===== src/rtl/crbc_pkg.sv =====
// Package: offsets, field positions, reset values and states of the ratio/boost bank
package crbc_pkg;

   // ---------------------------------------------------------------
   // Register offsets
   // ---------------------------------------------------------------
   localparam logic [7:0] ADDR_FAULT   = 8'h12;  // Only the recovery kick bit is decoded here
   localparam logic [7:0] ADDR_RATIO   = 8'h14;  // clock_ratio_setting
   localparam logic [7:0] ADDR_BOOST1  = 8'h15;  // boost_control_one
   localparam logic [7:0] ADDR_BOOST2  = 8'h16;  // boost_control_two
   localparam logic [7:0] ADDR_SOFTRST = 8'hff;  // software_restart_trigger

   // ---------------------------------------------------------------
   // Reset values and trigger value
   // ---------------------------------------------------------------
   localparam logic [7:0] RST_RATIO    = 8'h11;  // Auto select on, code 128 x fs
   localparam logic [7:0] RST_BOOST1   = 8'h03;  // Pulse skip allowed, 1.25 MHz
   localparam logic [7:0] RST_BOOST2   = 8'h00;  // Auto recovery, lowest gm
   localparam logic [7:0] SOFTRST_KEY  = 8'h00;  // Value that starts a soft reset
   localparam logic [7:0] READ_NONE    = 8'h00;  // Unmapped and write-only reads

   // ---------------------------------------------------------------
   // Field positions
   // ---------------------------------------------------------------
   localparam int AUTO_BIT   = 4;  // auto_ratio_select
   localparam int CODE_MSB   = 3;  // ratio_code [3:0]
   localparam int SPEED_MSB  = 7;  // pullup_driver_speed [7:6]
   localparam int SPEED_LSB  = 6;
   localparam int DISCH_BIT  = 2;  // discharge_switch_on
   localparam int PWM_BIT    = 1;  // forced_pwm_n
   localparam int FREQ_BIT   = 0;  // converter_freq_pick
   localparam int RECOV_BIT  = 3;  // booster_recovery_mode
   localparam int GM_MSB     = 1;  // error_amp_gain_pick [1:0]
   localparam int KICK_BIT   = 3;  // manual_recovery_kick

   // ---------------------------------------------------------------
   // Ratio detection table: clocks per frame for each code
   // ---------------------------------------------------------------
   localparam int         RATIO_CODES = 10;
   localparam int         CNT_W       = 10;
   localparam logic [9:0] CNT_MAX     = 10'h3ff;
   localparam logic [9:0] RATIO_MULT [RATIO_CODES] = '{
      10'h040, 10'h080, 10'h0c0, 10'h100, 10'h180,
      10'h200, 10'h032, 10'h064, 10'h0c8, 10'h190};

   // ---------------------------------------------------------------
   // Control port states
   // ---------------------------------------------------------------
   localparam logic [3:0] BYTE_BITS = 4'h8;  // Bits per byte on the port
   localparam logic [3:0] LAST_TX   = 4'h7;  // Index of the last sent bit
   typedef enum logic [3:0] {
      ST_IDLE, ST_ADDR, ST_ADDR_ACK, ST_PTR, ST_PTR_ACK,
      ST_WDATA, ST_WDATA_ACK, ST_RDATA, ST_RDATA_ACK
   } crbc_state_e;

endpackage : crbc_pkg


===== src/rtl/crbc_link_if.sv =====
// Interface: line events and ratio detection results handed to the register core
interface crbc_link_if;
   logic       scl_rise;  // Clock line rose this cycle
   logic       scl_fall;  // Clock line fell this cycle
   logic       start;     // Start or repeated start seen
   logic       stop;      // Stop seen
   logic       sda;       // Current data line level
   logic       det_valid; // One-cycle pulse: a ratio was recognised
   logic [3:0] det_code;  // Recognised ratio code

   modport edge_src (output scl_rise, scl_fall, start, stop, sda);
   modport det      (output det_valid, det_code);
   modport core     (input scl_rise, scl_fall, start, stop, sda, det_valid, det_code);
endinterface : crbc_link_if


===== src/rtl/crbc_line_edges.sv =====
// Edge and start/stop detection on the control port lines
module crbc_line_edges
   import crbc_pkg::*;
(
   // Clock and reset
   input  wire logic     i_ref_clk,
   input  wire logic     i_reset,
   // Port lines
   input  wire logic     i_scl,
   input  wire logic     i_sda,
   // Events out
   crbc_link_if.edge_src link
);

   logic scl_d_r;  // Clock line one cycle ago
   logic sda_d_r;  // Data line one cycle ago

   // ---------------------------------------------------------------
   // Line history; idle bus level is high
   // ---------------------------------------------------------------
   always_ff @(posedge i_ref_clk) begin
      if (i_reset) begin
         scl_d_r <= 1'b1;
         sda_d_r <= 1'b1;
      end else begin
         scl_d_r <= i_scl;
         sda_d_r <= i_sda;
      end
   end

   // Data moving while clock is high marks start or stop
   assign link.scl_rise = i_scl & ~scl_d_r;
   assign link.scl_fall = ~i_scl & scl_d_r;
   assign link.start    = i_scl & scl_d_r & sda_d_r & ~i_sda;
   assign link.stop     = i_scl & scl_d_r & ~sda_d_r & i_sda;
   assign link.sda      = i_sda;

endmodule : crbc_line_edges


===== src/rtl/crbc_ratio_det.sv =====
// Master clock to frame rate ratio detector
module crbc_ratio_det
   import crbc_pkg::*;
(
   // Clock and reset
   input  wire logic i_ref_clk,
   input  wire logic i_reset,
   // Frame sync, synchronous to the master clock
   input  wire logic i_frame_sync,
   // Result out
   crbc_link_if.det  link
);

   logic                   sync_d_r;  // Frame sync one cycle ago
   logic [CNT_W-1:0]       cnt_r;     // Clocks since the last frame edge
   logic                   seen_r;    // A first edge has been counted from
   logic [RATIO_CODES-1:0] hit;       // Period matches a table entry
   logic [3:0]             code_w;    // Encoded matching entry
   logic                   edge_w;    // Frame sync rising edge

   assign edge_w = i_frame_sync & ~sync_d_r;

   // ---------------------------------------------------------------
   // Compare the measured period with every table entry
   // ---------------------------------------------------------------
   for (genvar g = 0; g < RATIO_CODES; g++) begin : g_match
      assign hit[g] = (cnt_r == RATIO_MULT[g]);
   end

   // Entries are distinct, so at most one hit is set
   always_comb begin
      code_w = 4'h0;
      for (int i = 0; i < RATIO_CODES; i++) begin
         if (hit[i]) begin
            code_w = 4'(i);
         end
      end
   end

   // Period counter; saturates so a stopped frame sync never matches
   always_ff @(posedge i_ref_clk) begin
      if (i_reset) begin
         sync_d_r <= 1'b0;
         cnt_r    <= '0;
         seen_r   <= 1'b0;
      end else begin
         sync_d_r <= i_frame_sync;
         if (edge_w) begin
            cnt_r  <= 10'h001;
            seen_r <= 1'b1;
         end else if (cnt_r != CNT_MAX) begin
            cnt_r <= cnt_r + 10'h001;
         end
      end
   end

   // Report only periods that match a known ratio exactly
   always_ff @(posedge i_ref_clk) begin
      if (i_reset) begin
         link.det_valid <= 1'b0;
         link.det_code  <= 4'h0;
      end else begin
         link.det_valid <= edge_w & seen_r & (|hit);
         link.det_code  <= code_w;
      end
   end

endmodule : crbc_ratio_det


===== src/rtl/crbc_regs.sv =====
// Clock ratio and boost control register bank behind the two-wire control port
//
// Function
// RL1 - Bit 4 picks auto (1) or manual ratio; resets 1
// RL2 - Auto mode writes detected ratio into ratio_code
// RL3 - Manual mode uses ratio_code; codes 0-5 are 64..512fs
// RL4 - Codes 6-9 are 50..400fs; field resets to 0001
// RL5 - Boost1 bits 7:6 driver speed, reset 00
// RL6 - Boost1 bit 2 discharge switch, reset off
// RL7 - Boost1 bit 1: 0 forced PWM, reset 1
// RL8 - Boost1 bit 0 switching clock pick, reset 1
// RL9 - Boost2 bit 3 fault recovery mode, reset auto
// RL10 - Boost2 bits 1:0 error amplifier gain pick
// RL11 - Writing 0x00 to 0xFF starts soft reset
// RL12 - Reserved bits reset zero and stay writable
// RL13 - Kick write in manual mode makes one recovery
// RL14 - Soft reset restores registers, port keeps working
module crbc_regs
   import crbc_pkg::*;
#(
   parameter logic [6:0] DEV_ADDR = 7'h34  // Port address of this device
)(
   // Clock and reset
   input  wire logic       i_ref_clk,
   input  wire logic       i_reset,
   // Control port
   input  wire logic       i_scl,
   input  wire logic       i_sda,
   output logic            o_sda_o,
   output logic            o_sda_oe,
   // Frame sync for ratio detection
   input  wire logic       i_frame_sync,
   // Ratio settings
   output logic            o_auto_ratio_select,
   output logic [3:0]      o_ratio_code,
   // Boost settings
   output logic [1:0]      o_pullup_driver_speed,
   output logic            o_discharge_switch_on,
   output logic            o_forced_pwm_n,
   output logic            o_converter_freq_pick,
   output logic            o_booster_recovery_mode,
   output logic [1:0]      o_error_amp_gain_pick,
   // Event pulses
   output logic            o_soft_reset,
   output logic            o_recovery_attempt
);

   // ---------------------------------------------------------------
   // Declarations
   // ---------------------------------------------------------------
   crbc_link_if link ();              // Events from the two helpers

   crbc_state_e state_r;              // Control port state
   logic [3:0]  bit_cnt_r;            // Bits taken or sent in this byte
   logic [7:0]  shift_r;              // Received byte
   logic [7:0]  tx_r;                 // Byte being sent
   logic [7:0]  ptr_r;                // Register pointer
   logic        rw_r;                 // Current transfer is a read
   logic        nack_r;               // Host refused the last read byte
   logic        sda_oe_r;             // Pulling the data line low
   logic        wr_stb_r;             // One-cycle write to a register
   logic [7:0]  wr_addr_r;            // Address of that write
   logic [7:0]  wr_data_r;            // Data of that write
   logic [7:0]  ratio_r;              // clock_ratio_setting
   logic [7:0]  boost1_r;             // boost_control_one
   logic [7:0]  boost2_r;             // boost_control_two
   logic        soft_rst_r;           // Soft reset pulse
   logic        recov_r;              // Recovery attempt pulse
   logic        soft_hit;             // Soft reset key written now
   logic        kick_hit;             // Recovery kick accepted now
   logic [7:0]  rd_data;              // Register at the pointer

   // ---------------------------------------------------------------
   // Helpers
   // ---------------------------------------------------------------
   crbc_line_edges u_edges (
      .i_ref_clk (i_ref_clk),
      .i_reset   (i_reset),
      .i_scl     (i_scl),
      .i_sda     (i_sda),
      .link      (link)
   );

   crbc_ratio_det u_det (
      .i_ref_clk    (i_ref_clk),
      .i_reset      (i_reset),
      .i_frame_sync (i_frame_sync),
      .link         (link)
   );

   // ---------------------------------------------------------------
   // Read mux
   // ---------------------------------------------------------------
   // Trigger register reads back zero; unmapped offsets read zero too
   always_comb begin
      case (ptr_r)
         ADDR_RATIO:  rd_data = ratio_r;
         ADDR_BOOST1: rd_data = boost1_r;
         ADDR_BOOST2: rd_data = boost2_r;
         default:     rd_data = READ_NONE;
      endcase
   end

   // ---------------------------------------------------------------
   // Control port byte engine
   // ---------------------------------------------------------------
   // Only the line events advance this; soft reset leaves it alone so
   // the transfer that carried the key still finishes cleanly
   always_ff @(posedge i_ref_clk) begin
      if (i_reset) begin
         state_r   <= ST_IDLE;
         bit_cnt_r <= 4'h0;
         shift_r   <= 8'h00;
         tx_r      <= 8'h00;
         ptr_r     <= 8'h00;
         rw_r      <= 1'b0;
         nack_r    <= 1'b0;
         sda_oe_r  <= 1'b0;
         wr_stb_r  <= 1'b0;
         wr_addr_r <= 8'h00;
         wr_data_r <= 8'h00;
      end else begin
         wr_stb_r <= 1'b0;
         if (link.start) begin
            // Start or repeated start: expect an address byte
            state_r   <= ST_ADDR;
            bit_cnt_r <= 4'h0;
            sda_oe_r  <= 1'b0;
         end else if (link.stop) begin
            state_r  <= ST_IDLE;
            sda_oe_r <= 1'b0;
         end else if (link.scl_rise) begin
            case (state_r)
               ST_ADDR, ST_PTR, ST_WDATA: begin
                  shift_r   <= {shift_r[6:0], link.sda};
                  bit_cnt_r <= bit_cnt_r + 4'h1;
               end
               ST_RDATA_ACK: begin
                  nack_r <= link.sda;
               end
               default: begin
               end
            endcase
         end else if (link.scl_fall) begin
            case (state_r)
               ST_ADDR: begin
                  if (bit_cnt_r == BYTE_BITS) begin
                     if (shift_r[7:1] == DEV_ADDR) begin
                        rw_r     <= shift_r[0];
                        sda_oe_r <= 1'b1;
                        state_r  <= ST_ADDR_ACK;
                     end else begin
                        state_r <= ST_IDLE;
                     end
                  end
               end
               ST_ADDR_ACK: begin
                  bit_cnt_r <= 4'h0;
                  if (rw_r) begin
                     // First read byte; pointer moves on past it
                     tx_r     <= rd_data;
                     sda_oe_r <= ~rd_data[7];
                     ptr_r    <= ptr_r + 8'h01;
                     state_r  <= ST_RDATA;
                  end else begin
                     sda_oe_r <= 1'b0;
                     state_r  <= ST_PTR;
                  end
               end
               ST_PTR: begin
                  if (bit_cnt_r == BYTE_BITS) begin
                     ptr_r    <= shift_r;
                     sda_oe_r <= 1'b1;
                     state_r  <= ST_PTR_ACK;
                  end
               end
               ST_PTR_ACK, ST_WDATA_ACK: begin
                  // Pointer steps after each data byte for burst writes
                  if (state_r == ST_WDATA_ACK) begin
                     ptr_r <= ptr_r + 8'h01;
                  end
                  sda_oe_r  <= 1'b0;
                  bit_cnt_r <= 4'h0;
                  state_r   <= ST_WDATA;
               end
               ST_WDATA: begin
                  if (bit_cnt_r == BYTE_BITS) begin
                     wr_stb_r  <= 1'b1;
                     wr_addr_r <= ptr_r;
                     wr_data_r <= shift_r;
                     sda_oe_r  <= 1'b1;
                     state_r   <= ST_WDATA_ACK;
                  end
               end
               ST_RDATA: begin
                  if (bit_cnt_r == LAST_TX) begin
                     sda_oe_r <= 1'b0;
                     state_r  <= ST_RDATA_ACK;
                  end else begin
                     tx_r      <= {tx_r[6:0], 1'b0};
                     sda_oe_r  <= ~tx_r[6];
                     bit_cnt_r <= bit_cnt_r + 4'h1;
                  end
               end
               ST_RDATA_ACK: begin
                  bit_cnt_r <= 4'h0;
                  if (nack_r) begin
                     state_r <= ST_IDLE;
                  end else begin
                     tx_r     <= rd_data;
                     sda_oe_r <= ~rd_data[7];
                     ptr_r    <= ptr_r + 8'h01;
                     state_r  <= ST_RDATA;
                  end
               end
               default: begin
                  state_r <= ST_IDLE;
               end
            endcase
         end
      end
   end

   // ---------------------------------------------------------------
   // Register writes and soft reset
   // ---------------------------------------------------------------
   // Any other value written to the trigger is ignored
   assign soft_hit = wr_stb_r && (wr_addr_r == ADDR_SOFTRST)
                     && (wr_data_r == SOFTRST_KEY);  // [RL11]
   // The kick has no storage; in auto recovery it is dropped
   assign kick_hit = wr_stb_r && (wr_addr_r == ADDR_FAULT)
                     && wr_data_r[KICK_BIT] && boost2_r[RECOV_BIT];  // [RL13]

   // Whole bytes are stored, so reserved bits stay writable storage
   always_ff @(posedge i_ref_clk) begin
      if (i_reset || soft_hit) begin  // [RL14]
         ratio_r  <= RST_RATIO;   // [RL1] [RL4] [RL12]
         boost1_r <= RST_BOOST1;  // [RL5] [RL6] [RL7] [RL8] [RL12]
         boost2_r <= RST_BOOST2;  // [RL9] [RL10] [RL12]
      end else begin
         if (wr_stb_r && (wr_addr_r == ADDR_RATIO)) begin
            ratio_r <= wr_data_r;  // [RL3] [RL12]
         end
         if (wr_stb_r && (wr_addr_r == ADDR_BOOST1)) begin
            boost1_r <= wr_data_r;  // [RL5] [RL6] [RL7] [RL8]
         end
         if (wr_stb_r && (wr_addr_r == ADDR_BOOST2)) begin
            boost2_r <= wr_data_r;  // [RL9] [RL10]
         end
         // Detection wins over a host write of the code in the same cycle
         if (ratio_r[AUTO_BIT] && link.det_valid) begin
            ratio_r[CODE_MSB:0] <= link.det_code;  // [RL2]
         end
      end
   end

   // Event pulses, one cycle each
   always_ff @(posedge i_ref_clk) begin
      if (i_reset) begin
         soft_rst_r <= 1'b0;
         recov_r    <= 1'b0;
      end else begin
         soft_rst_r <= soft_hit;  // [RL11]
         recov_r    <= kick_hit;  // [RL13]
      end
   end

   // ---------------------------------------------------------------
   // Outputs
   // ---------------------------------------------------------------
   // Open-drain: the line is only ever pulled low
   assign o_sda_o                 = 1'b0;
   assign o_sda_oe                = sda_oe_r;
   assign o_auto_ratio_select     = ratio_r[AUTO_BIT];
   assign o_ratio_code            = ratio_r[CODE_MSB:0];
   assign o_pullup_driver_speed   = boost1_r[SPEED_MSB:SPEED_LSB];
   assign o_discharge_switch_on   = boost1_r[DISCH_BIT];
   assign o_forced_pwm_n          = boost1_r[PWM_BIT];
   assign o_converter_freq_pick   = boost1_r[FREQ_BIT];
   assign o_booster_recovery_mode = boost2_r[RECOV_BIT];
   assign o_error_amp_gain_pick   = boost2_r[GM_MSB:0];
   assign o_soft_reset            = soft_rst_r;
   assign o_recovery_attempt      = recov_r;
endmodule : crbc_regs


===== config.mk =====
export PLATFORM = sky130hd
export DESIGN_NAME = crbc_regs
export DESIGN_NICKNAME = d
export VERILOG_FILES = /design/src/rtl/crbc_pkg.sv /design/src/rtl/crbc_link_if.sv /design/src/rtl/crbc_line_edges.sv /design/src/rtl/crbc_ratio_det.sv /design/src/rtl/crbc_regs.sv
export SDC_FILE = /design/constraint.sdc
export NUM_CORES = 1
export LEC_CHECK = 0
export BUFFER_PORTS_ARGS = -buffer_cell sky130_fd_sc_hd__buf_2
export CORE_ASPECT_RATIO = 0.5
export CORE_UTILIZATION = 65
export DETAILED_ROUTE_END_ITERATION = 16
export PLACE_DENSITY_LB_ADDON = 0.12
export SYNTH_ARGS = -nofsm -noshare
export SYNTH_HDL_FRONTEND = slang
export SYNTH_SLANG_ARGS = --single-unit

===== constraint.sdc =====
create_clock -name i_ref_clk -period 3.1 [get_ports i_ref_clk]
set_input_delay 0.62 -clock i_ref_clk [delete_from_list [all_inputs] [get_ports i_ref_clk]]
set_output_delay 0.62 -clock i_ref_clk [all_outputs]
set_load 0.005 [all_outputs]

; Word level (Yosys, flattened, before mapping)
; Cells that the tools add are included.
[totals]
input_bits = 5
out_inout_bits = 17
ff_bits = 96
elab_cells = 186
[classes]
n_mux = 48
n_addsub = 3
reduce_logical = 39
bitwise = 22
eq_ne = 47
[op_table]
columns = operator, n
row1 = "equality test 8 x 5 -> 1 bit, second input constant", 7
row2 = two-way mux 4 bit, 12
row3 = two-way mux 8 bit, 4
row4 = one-hot mux 8 bit (4 select lines), 1
row5 = "equality test 10 x 8 -> 1 bit, second input constant", 3
row6 = "equality test 10 x 9 -> 1 bit, second input constant", 3
row7 = one-hot mux 4 bit (7 select lines), 1
row8 = one-hot mux 8 bit (3 select lines), 1
row9 = two-way mux 7 bit, 3
row10 = one-hot mux 7 bit (3 select lines), 1
row11 = "equality test 10 x 7 -> 1 bit, second input constant", 2
row12 = "equality test 4 x 3 -> 1 bit, second input constant", 5
row13 = two-way mux 3 bit, 6
row14 = "!= test 2 bit, second input constant", 9
row15 = AND reduction 6 bit, 3
row16 = "!= test 4 bit, second input constant", 4
row17 = two-way mux 1 bit, 14
row18 = AND reduction 7 bit, 2
row19 = NOT 1 bit, 12
row20 = "adder 10 x 1 -> 10 bit, second input constant", 1
row21 = bitwise AND 1 bit, 10
row22 = "equality test 10 bit, second input constant", 1
row23 = "equality test 10 x 6 -> 1 bit, second input constant", 1
row24 = "!= test 10 bit, second input constant", 1
row25 = 29 further kinds, 52

; Logic depth before layout (Yosys ltp)
; Gate-level depths: netlist (run 1).
[logic_depth]
depth_word = 10
depth_mapped = 8
depth_no_buf = 7

; Modules after synthesis
; Synthesis (run 1) repeated with hierarchy kept, for this count alone.
[hier_totals]
hier_cells = 561
area_unflattened_um2 = 4948.5
[by_module_without_submodules]
columns = mod, n_inst, area_each_um2, cells_per_inst, seq_area_each_um2
row1 = crbc_regs, 1, 3927.5, 444, 1541.5
row2 = crbc_ratio_det, 1, 928.4, 108, 340.3
row3 = crbc_line_edges, 1, 92.6, 9, 40.0

; Least setup slack after synthesis (run 1)
; OpenSTA, ideal clock, no wires.
[synth_timing]
path_kind = in2reg
from = input port i_scl
to = register wr_data_r[6]
setup_ns = 0.128
arrival_time_ns = 2.136
n_path_buf = 1
required_ns = 2.972
path_slack_ns = 0.836
path_stages = 8
cell_sequence = inv_1 ha_1 inv_1 or4_4 nor3_4 buf_8 mux2i_1 nor2_1
[synth_between]
elab_chain_len = 5
elab_cells_between_ends = 12
cone_classes = bitwise (11) / reduce/logical (1)
[synth_rtl]
columns = item, line_no
row1 = from (decl), crbc_regs.sv:27  ; input wire logic i_scl,
row2 = bitwise AND 1 bit, "crbc_line_edges.sv:34, crbc_line_edges.sv:35"
row3 = bitwise AND 1 bit (on tied branches) (2 in series), "crbc_line_edges.sv:34, crbc_line_edges.sv:35"
row4 = NOT 1 bit (no source line), --
row5 = AND reduction 6 bit (no source line) *, --
row6 = to (signal assigned), crbc_regs.sv:190  ; wr_data_r <= shift_r;
row7 = to (decl), crbc_regs.sv:63  ; logic [7:0] wr_data_r;
; Every way passes the cells marked *; elsewhere a longest branch is shown, timed or not.
; A chain may end at the register's enable or synchronous reset.

; Worst setup path after layout (run 1)
[layout_timing]
from = register state_r[1]
to = register ptr_r[0]
[layout_between]
elab_chain_len = 4
elab_cells_between_ends = 13
cone_classes = eq/ne (9) / mux (1) / reduce/logical (3)
[layout_rtl]
columns = item, line_no
row1 = from (decl), crbc_regs.sv:53  ; crbc_state_e state_r;
row2 = from (signal assigned), crbc_regs.sv:111  ; state_r <= ST_IDLE;
row3 = from (signal assigned), crbc_regs.sv:126  ; state_r <= ST_ADDR;
row4 = from (signal assigned), crbc_regs.sv:130  ; state_r <= ST_IDLE;
row5 = equality test 4 x 3 -> 1 bit (on tied branches), "crbc_regs.sv:145, crbc_regs.sv:179"
row6 = OR reduction 2 bit, --
row7 = nonzero test 4 bit (no source line) or != test 2 bit (tied branches), --
row8 = AND reduction 9 bit (no source line), --
row9 = to (signal assigned), crbc_regs.sv:163  ; ptr_r <= ptr_r + 8'h01;
row10 = to (signal assigned), crbc_regs.sv:172  ; ptr_r <= shift_r;
row11 = to (signal assigned), crbc_regs.sv:180  ; ptr_r <= ptr_r + 8'h01;
row12 = to (decl), crbc_regs.sv:57  ; logic [7:0] ptr_r;
; Several ways; a longest one is shown, not always the timed one.

==> flow_summary.yaml, run 1 <==
sta:
  max_slew_margin: 0.381
  holdWs_ns: 0.451
  post-route-period-util: 0.759
  post-route-min-period_ns: 2.35
  skew_ns: 0.00290
  setup_violations: 0
  clock.fmax_mhz: 425
  rsz0062_at_grt: "false"
  slew_violations: 0
  worst_slack_ns: 0.746
  finalHoldViolations: 0
  worstMarginPinSlew_ns: 0.924
  fin_setup_tns_ns: 0
grt:
  grt_max_degree: 53
  track_usage: 0.305
  grt_pass1_vias: 3892
  antenna_found_initial: 0
  grt_pass1_wl_um: 19200
  grt_overflow_total: 0
cts:
  clk_pin_slew_ns: 0.06
  clk_path_buf_depth: 2
  postCtsSetupBuffers: 0
  cts_resized: 0
  clk-insertion-delay-late_ns: 0.34
  clockRootBuffer: "clkbuf_16"
  cts.sinks: 96
  cts_hold_buffers: 0
  cts_buffers: 9
  cts_max_level: 3
  cts_tree: "yes"
run_status:
  status: "finished with violations"
  violations: "design-rule violations"
critical_path:
  arrival_ns: 2.62
  reg2reg_from: "state_r[1]$_SDFFE_PP0P_"
  cp-start-kind: "flop"
  crit_path_start: "state_r[1]$_SDFFE_PP0P_"
  critPathKind: "reg -> reg"
  worstPathMaxFanout: 23
  critPathCaptureType: "flop"
  reg2reg_depth: 6
  required_ns: 3.36
worst_hold_path:
  hold_path.startpoint: "u_det.seen_r$_SDFFE_PP0P_"
  hold_class: "reg -> reg"
  whs_path_depth: 2
synth:
  synthTopCellsByArea: "dfxtp_1 39%, mux2i_1 10%, nor2_1 7.5%"
  ys_ff_latch: 96
  async_flop_share: 0
  synth_xor_xnor_area_share: 0.00881
  synthMuxAreaShare: 0.105
  synthSimpleGateAreaFrac: 0.263
  synth_cell_types: 67
  synth.top_cell.area_share: 0.387
  ys_warn_count: 0
  synth-main-ff-cell: "dfxtp_1"
  syn_inst: 576
  syn-cell-area_um2: 4970
  synth_adder_area_share: 0.0302
  seq_area_frac_synth: 0.387
  synth-compound-area-share: 0.149
  syn_nets: 593
  yosys.area.top_type: "dfxtp_1"
  syn_avg_cell_area_um2: 8.63
  yosysMostFrequentCell: "nor2_1"
  synthTopCellsByCount: "99 x nor2_1, 96 x dfxtp_1, 52 x mux2i_1, 33 x nand2_1, 28 x a21oi_1"
  synth_top_family_by_area: "simple AND/OR/NAND/NOR gates"
  synth_edf_count: 0
floorplan:
  row_count: 22
  dieWidth_um: 126
  fp.coreArea_um2: 7380
  num_io_pins: 22
  start_util: 0.674
  die-area_um2: 8020
  die_h_um: 63.8
routing:
  drt_iter0_drc: 471
  num_vias: 4244
  vias_per_cell: 6.32
  dr.pass1.iters: 12
  ant_nets: 0
  routed_wl_um: 11600
  drc_errors: 1
  wl_per_cell_um: 17.2
power:
  irDropWorstVdd_uv: 340
  power_uw: 2440
  powerDensity_nw_per_um2: 461
  p_leak_uw: 0.00197
cells_and_area:
  syn2layout_area_growth_pct: 6.64
  nNetsFinal: 588
  fillers: 600
  insertedDiodeCount: 0
  final_util: 0.719
  final_layout_size_suffix_gt1_frac: 0.101
placed_design:
  gp_congestion: 0.885
  dp_hpwl_um: 7750
  port_buffers: 20
  dp_worst_setup_slack_ns: 0.661
flow_run:
  cap_violations: 0
-- power breakdown --
part | switching, uW | total (uW) | internal, uW
combinational | 79.9 | 125 | 45.3
clock | 449 | 1060 | 609
sequential | 18.0 | 1260 | 1240
-- critical path, cell delays in order (launching register included) --
cell	delay (ns)
dfxtp_1	0.78
or3b_1	0.44
o221ai_2	0.17
nand4_1	0.12
buf_4	0.20
or3b_1	0.38
a41oi_2	0.18
-- final timing paths --
| path | to | slack [ns] |
|---|---|---|
| max | ptr_r[0]$_SDFFE_PP0P_ | 0.75 |
| min | u_det.link.det_valid$_SDFF_PP0_ | 0.45 |
| max reg2reg | ptr_r[0]$_SDFFE_PP0P_ | 0.75 |
| min reg2reg | u_det.link.det_valid$_SDFF_PP0_ | 0.45 |
-- metal layers --
metal	share of wire	up-vias	track usage
li1	-	2054	-
met1	0.46	2025	0.394
met2	0.46	147	0.513
met3	0.064	18	0.0704
met4	0.012	0	0.0945
met5	0	-	0
-- metrics by stage --
| stage | instance area, um2 | cells |
|---|---|---|
| 4_1_cts | 5300 | 672 |
| 5_1_grt | 5300 | 672 |
| 2_1_floorplan | 4970 | 576 |
| 3_3_place_gp | 5010 | 656 |
| 6_report | 5300 | 672 |
| 3_5_place_dp | 5010 | 656 |
-- cell usage in the layout, fill, tap and decap left out, drive strengths merged, types with 4 or more instances in the layout --
cell,Yosys,layout
clkbuf,19,14
dfxtp,96,96
nor4b,4,4
nor2,99,99
or3b,5,5
or2,5,5
nor3,20,20
nor2b,11,11
inv,16,16
a222oi,8,8
ha,12,12
o21a,4,4
buf,23,26
o21ai,11,11
or4,5,5
nand4,8,8
a211oi,14,14
o32ai,7,7
nand3,8,8
nor4,6,6
nand3b,8,8
nor4bb,4,4
or3,4,4
mux2i,52,52
nand2b,9,9
nand4b,5,5
a21oi,28,28
a31oi,7,7
nand2,33,33
and3,5,5
-- final cells by class --
type,count,area (um2),share of cell area
Tap cell,96,120,0.0227
Clock buffer,14,274,0.0517
Multi-Input combinational cell,422,2770,0.522
Inverter,16,60.1,0.0113
Sequential cell,96,1920,0.363
Timing Repair Buffer,26,145,0.0274
Clock inverter,2,12.5,0.00236
-- logic make-up after synthesis --
kind of cell,Yosys count
muxes,52
DFF,96
AOI/OAI and AO/OA,103
xor gates and xnor gates,5
other,1
and+or+nand+nor,249
adders and majority gates,12
buffers and inverters,58
-- state kept, by name, summed over array words and instances (netlist names), 4 cells and up --
signal and count:
bit_cnt_r 4, wr_addr_r 8, ptr_r 8, u_det.link.det_code 4
boost1_r 8, wr_data_r 8, shift_r 8, tx_r 7
state_r 4, ratio_r 8, u_det.cnt_r 10, boost2_r 8
(Power assumes the default switching activity.)
==> inputs of run 2 (changes only) <==
- CORE_UTILIZATION: 65 -> 56
- clock period: 3.1 -> 1.9 ns (I/O delays scaled with it)
==> run 2 against run 1 <==
Against the previous run: the flow finishes with violations (negative setup slack); final area is 15% higher; register-to-register slack worse by 0.78 ns; die area is 16% higher; critical endpoint is now wr_data_r[3]$_SDFFE_PP0P_; hold slack worse by 0.20 ns; highest routed layer unchanged.
==> flow_summary.yaml, run 2 (same netlist as run 1, synthesis figures left out) <==
placed_design:
  placed_area_um2: 5560
  dp_hpwl_um: 8900
  port_buffers: 20
  gp_congestion: 0.918
  dpl.cell_count: 733
worst_hold_path:
  hold_class: "in -> reg"
  hold_path.startpoint: "i_frame_sync"
critical_path:
  worstPathMaxFanout: 14
  critPathKind: "reg -> reg"
  reg2reg_from: "state_r[1]$_SDFFE_PP0P_"
  slowest_delay_ns: 0.58
  slowest_stage: "or4_4"
  required_ns: 2.13
  crit_top_cell: "buf_12"
  cp_cell_sequence: "buf_6, or4_4, nor3_4, buf_12, buf_12, mux2i_1, nor2_1"
  crit_path_start: "state_r[1]$_SDFFE_PP0P_"
  cp-start-kind: "flop"
  arrival_ns: 2.16
  critPathCaptureType: "flop"
sta:
  clock.fmax_mhz: 518
  worstMarginPinSlew_ns: 0.490
  fin_setup_tns_ns: -0.0842
  rsz0062_at_grt: "true"
  finalHoldViolations: 0
  post-route-min-period_ns: 1.93
  post-route-period-util: 1.02
  skew_ns: 0.00461
  max_slew_margin: 0.670
  slew_violations: 0
  holdWs_ns: 0.254
  worst_slack_ns: -0.0307
  setup_violations: 6
floorplan:
  die_h_um: 68.6
  row_count: 23
  dieWidth_um: 135
  start_util: 0.600
  fp.coreArea_um2: 8290
  num_io_pins: 22
  die-area_um2: 9280
cells_and_area:
  insertedDiodeCount: 0
  layout_commonest_cell: "nor2_1"
  stdcell_count: 755
  final_layout_size_suffix_gt1_frac: 0.240
  layout_common_cells: "99 x nor2_1, 88 x dfxtp_1, 62 x buf_4"
  syn2layout_area_growth_pct: 22.8
  nNetsFinal: 655
  design_area_um2: 6110
  top_register: "u_det.cnt_r"
  largest_reg_flops: 10
run_status:
  status: "finished with violations"
  violations: "negative setup slack"
routing:
  wl_per_cell_um: 17.3
  ant_nets: 0
  vias_per_cell: 5.97
  drc_errors: 0
  drt_iter0_drc: 378
  routed_wl_um: 13000
  num_vias: 4510
  dr.pass1.iters: 7
grt:
  grt_max_degree: 53
  grt_pass1_vias: 4141
  grt_use_met3: 0.0811
  grt_overflow_total: 0
  busiest_layer: "met2"
  antenna_found_initial: 0
  met2_usage: 0.512
  met1_usage: 0.385
  grt_pass1_wl_um: 21200
  track_usage: 0.302
cts:
  cts_max_level: 3
  cts.sinks: 96
  clk-insertion-delay-late_ns: 0.35
  cts_hold_buffers: 0
  cts_tree: "yes"
  clk_pin_slew_ns: 0.07
  clk_path_buf_depth: 2
  clockRootBuffer: "clkbuf_16"
  cts_buffers: 9
flow_run:
  cap_violations: 0
power:
  p_leak_uw: 0.00238
  powerDensity_nw_per_um2: 720
  irDropWorstVdd_uv: 474
-- run 2: per-layer routing --
layer / part of all wire / wire length (um)
met5: 0 / 0
met1: 0.45 / 5900
met4: 0.015 / 199
met2: 0.47 / 6140
met3: 0.062 / 813
-- run 2: through the flow --
stage / power [uW] / util / setup slack [ns]
after floorplan: 2260 / - / -0.0585
after global placement: 2360 / 0.671 / -0.0857
after CTS: 4410 / 0.721 / 0.00256
after detailed placement: 2370 / 0.671 / -0.120
after global routing: 4540 / 0.737 / -0.0678
final: 4400 / 0.737 / -0.0307
-- run 2: path summary, 6_finish.rpt --
| path | endpoint | slack [ns] | cells after the start |
|---|---|---|---|
| worst max-delay path | wr_data_r[3]$_SDFFE_PP0P_ | -0.03 | 7 |
| worst min-delay path | u_det.sync_d_r$_SDFF_PP0_ | 0.25 | 2 |
| worst max register to register | wr_data_r[3]$_SDFFE_PP0P_ | -0.03 | 7 |
| worst min register to register | u_det.link.det_valid$_SDFF_PP0_ | 0.48 | 2 |
-- run 2: report_power, final --
part | internal [uW] | switching (uW)
Clock | 1240 | 816
Combinational | 132 | 172
Sequential | 2030 | 11.2
-- run 2: final cells by class --
class / count / area, um2
multi-input cells: 422 / 2890
fillers: 639 / 2180
flip-flops and latches: 96 / 1930
repair buffers: 93 / 737
clock buffers: 11 / 253
well taps: 112 / 140
clock inverters: 5 / 86.3
inverters: 16 / 65.1
-- run 2: repair_timing --
action | 4_1_cts | 5_1_grt
pin swaps | 0 | 15
resized for setup | 7 | 27
setup endpoints to repair | 21 | 57
setup buffers | 1 | 3
cloned | 1 | 1
-- run 2: worst max-delay path: cells and delay by family, from the launching register on --
family                 cells  cell delay (ns)
multiplexers               1             0.21
flip-flops                 1             0.36
buffers and inverters      3             0.43
AND/OR/NAND/NOR            3             0.81
==> inputs of run 3 (changes only) <==
- REMOVE_ABC_BUFFERS: default -> 1
==> run 3 against run 2 <==
Against the previous run: the flow still finishes with violations (negative setup slack); sequential share of layout area rose by 0.69 points; final cell count fell by 0.40%; utilization fell by 1.4 points; die area did not move; combinational power fell by 2%; via count fell by 1.7%; power fell by 4.8%; fmax fell by 2.6%; critical path type unchanged; highest routed layer unchanged.
==> flow_summary.yaml, run 3 (same netlist as run 1, synthesis figures left out) <==
placed_design:
  gp_congestion: 0.937
  port_buffers: 20
  dp_worst_setup_slack_ns: -0.162
  dp_hpwl_um: 8800
sta:
  post-route-min-period_ns: 1.98
  setup_violations: 16
  rsz0062_at_grt: "true"
  clock.fmax_mhz: 504
  max_slew_margin: 0.644
  skew_ns: 0.00630
  finalHoldViolations: 0
  worst_slack_ns: -0.0826
  fin_setup_tns_ns: -0.776
  worstMarginPinSlew_ns: 0.534
  post-route-period-util: 1.04
  slew_violations: 0
grt:
  track_usage: 0.285
  antenna_found_initial: 0
  grt_pass1_vias: 4174
  grt_max_degree: 29
  grt_overflow_total: 0
  grt_pass1_wl_um: 20300
floorplan:
  num_io_pins: 22
  dieWidth_um: 135
  row_count: 23
  die-area_um2: 9280
  fp.coreArea_um2: 8290
  die_h_um: 68.6
  start_util: 0.600
cts:
  clockRootBuffer: "clkbuf_16"
  clk_pin_slew_ns: 0.07
  cts_tree: "yes"
  cts.sinks: 96
  cts_buffers: 9
  clk-insertion-delay-late_ns: 0.34
  cts_hold_buffers: 0
  cts_max_level: 3
  clk_path_buf_depth: 2
run_status:
  violations: "negative setup slack"
  status: "finished with violations"
critical_path:
  arrival_ns: 2.21
  worstPathMaxFanout: 8
  cp-start-kind: "flop"
  critPathKind: "reg -> reg"
  slowest_delay_ns: 0.47
  critPathCaptureType: "flop"
  cp_cell_sequence: "inv_4, ha_4, nand3b_1, or4_4, nor3_4, buf_12, mux2i_2, nor2_1"
  slowest_stage: "or4_4"
  required_ns: 2.12
routing:
  drt_iter0_drc: 367
  num_vias: 4435
  drc_errors: 0
  vias_per_cell: 5.90
  wl_per_cell_um: 16.8
  dr.pass1.iters: 8
  ant_nets: 0
  routed_wl_um: 12700
power:
  power_uw: 4180
  p_leak_uw: 0.00234
  irDropWorstVdd_uv: 457
  powerDensity_nw_per_um2: 698
cells_and_area:
  insertedDiodeCount: 0
  layout_commonest_cell: "nor2_1"
  syn2layout_area_growth_pct: 20.5
  final_layout_size_suffix_gt1_frac: 0.227
  fillers: 635
  largest_reg_flops: 10
  top_register: "u_det.cnt_r"
  nNetsFinal: 652
  layout_common_cells: "99 x nor2_1, 88 x dfxtp_1, 64 x buf_4"
flow_run:
  cap_violations: 0
worst_hold_path:
  hold_class: "in -> reg"
-- run 3: cell types whose count changed in the layout (fill, tap and decap cells not counted), moves of 2 or more --
cell,change
buf_4,+2
buf_6,-4
inv_6,-2
ha_1,+2
dfxtp_4,+2
dfxtp_2,-2
ha_4,-2
-- run 3: power by group --
| group | switching [uW] | internal [uW] |
|---|---|---|
| combinational | 170 | 127 |
| clock | 784 | 1070 |
| sequential | 12.0 | 2020 |
-- run 3: worst max-delay path, delay by kind of cell (launching register included) --
| kind | cells | cell delay (ns) |
|---|---|---|
| DFF | 1 | 0.36 |
| and+or+nand+nor | 4 | 0.92 |
| muxes | 1 | 0.23 |
| adders and majority gates | 1 | 0.11 |
| buffers and inverters | 2 | 0.25 |
-- run 3: final cells by class --
| cell class | instances | area, um2 | area share |
|---|---|---|---|
| multi-input combinational | 422 | 2860 | 0.478 |
| sequential | 96 | 1940 | 0.324 |
| timing repair buffer | 90 | 682 | 0.114 |
| clock buffer | 11 | 243 | 0.0405 |
| tap | 112 | 140 | 0.0234 |
| clock inverter | 5 | 63.8 | 0.0106 |
| inverter | 16 | 62.6 | 0.0104 |
-- run 3: worst paths after layout --
check | cells after the start | end | slack [ns] | startpoint
setup reg to reg | 8 | wr_data_r[1]$_SDFFE_PP0P_ | -0.08 | bit_cnt_r[0]$_SDFFE_PP0P_
hold / removal | 3 | u_edges.scl_d_r$_SDFF_PP1_ | 0.26 | i_scl
setup / recovery | 8 | wr_data_r[1]$_SDFFE_PP0P_ | -0.08 | bit_cnt_r[0]$_SDFFE_PP0P_
hold reg to reg | 2 | u_det.link.det_valid$_SDFF_PP0_ | 0.45 | u_det.seen_r$_SDFFE_PP0P_
-- run 3: repair_timing --
action / 4_1_cts / 5_1_grt
pin swaps: 0 / 7
resized for setup: 5 / 29
cloned: 0 / 2
endpoints found under the setup margin: 8 / 56
setup buffers: 0 / 4
-- run 3: through the flow --
stage          hold WS, ns  std cells  utilization  area, um2
6_report             0.259        752        0.723       5990
3_3_place_gp         0.438        730        0.665       5510
3_5_place_dp         0.441        730        0.665       5510
2_1_floorplan        0.422        534            -       4750
5_1_grt              0.271        752        0.723       5990
4_1_cts              0.250        746        0.704       5830
-- run 3: routing by layer --
metal	part of all wire	GRT usage	vias up
li1	-	-	2187
met1	0.46	0.350	2106
met2	0.47	0.503	124
met3	0.059	0.0694	18
met4	0.015	0.0955	0
met5	0	0	-
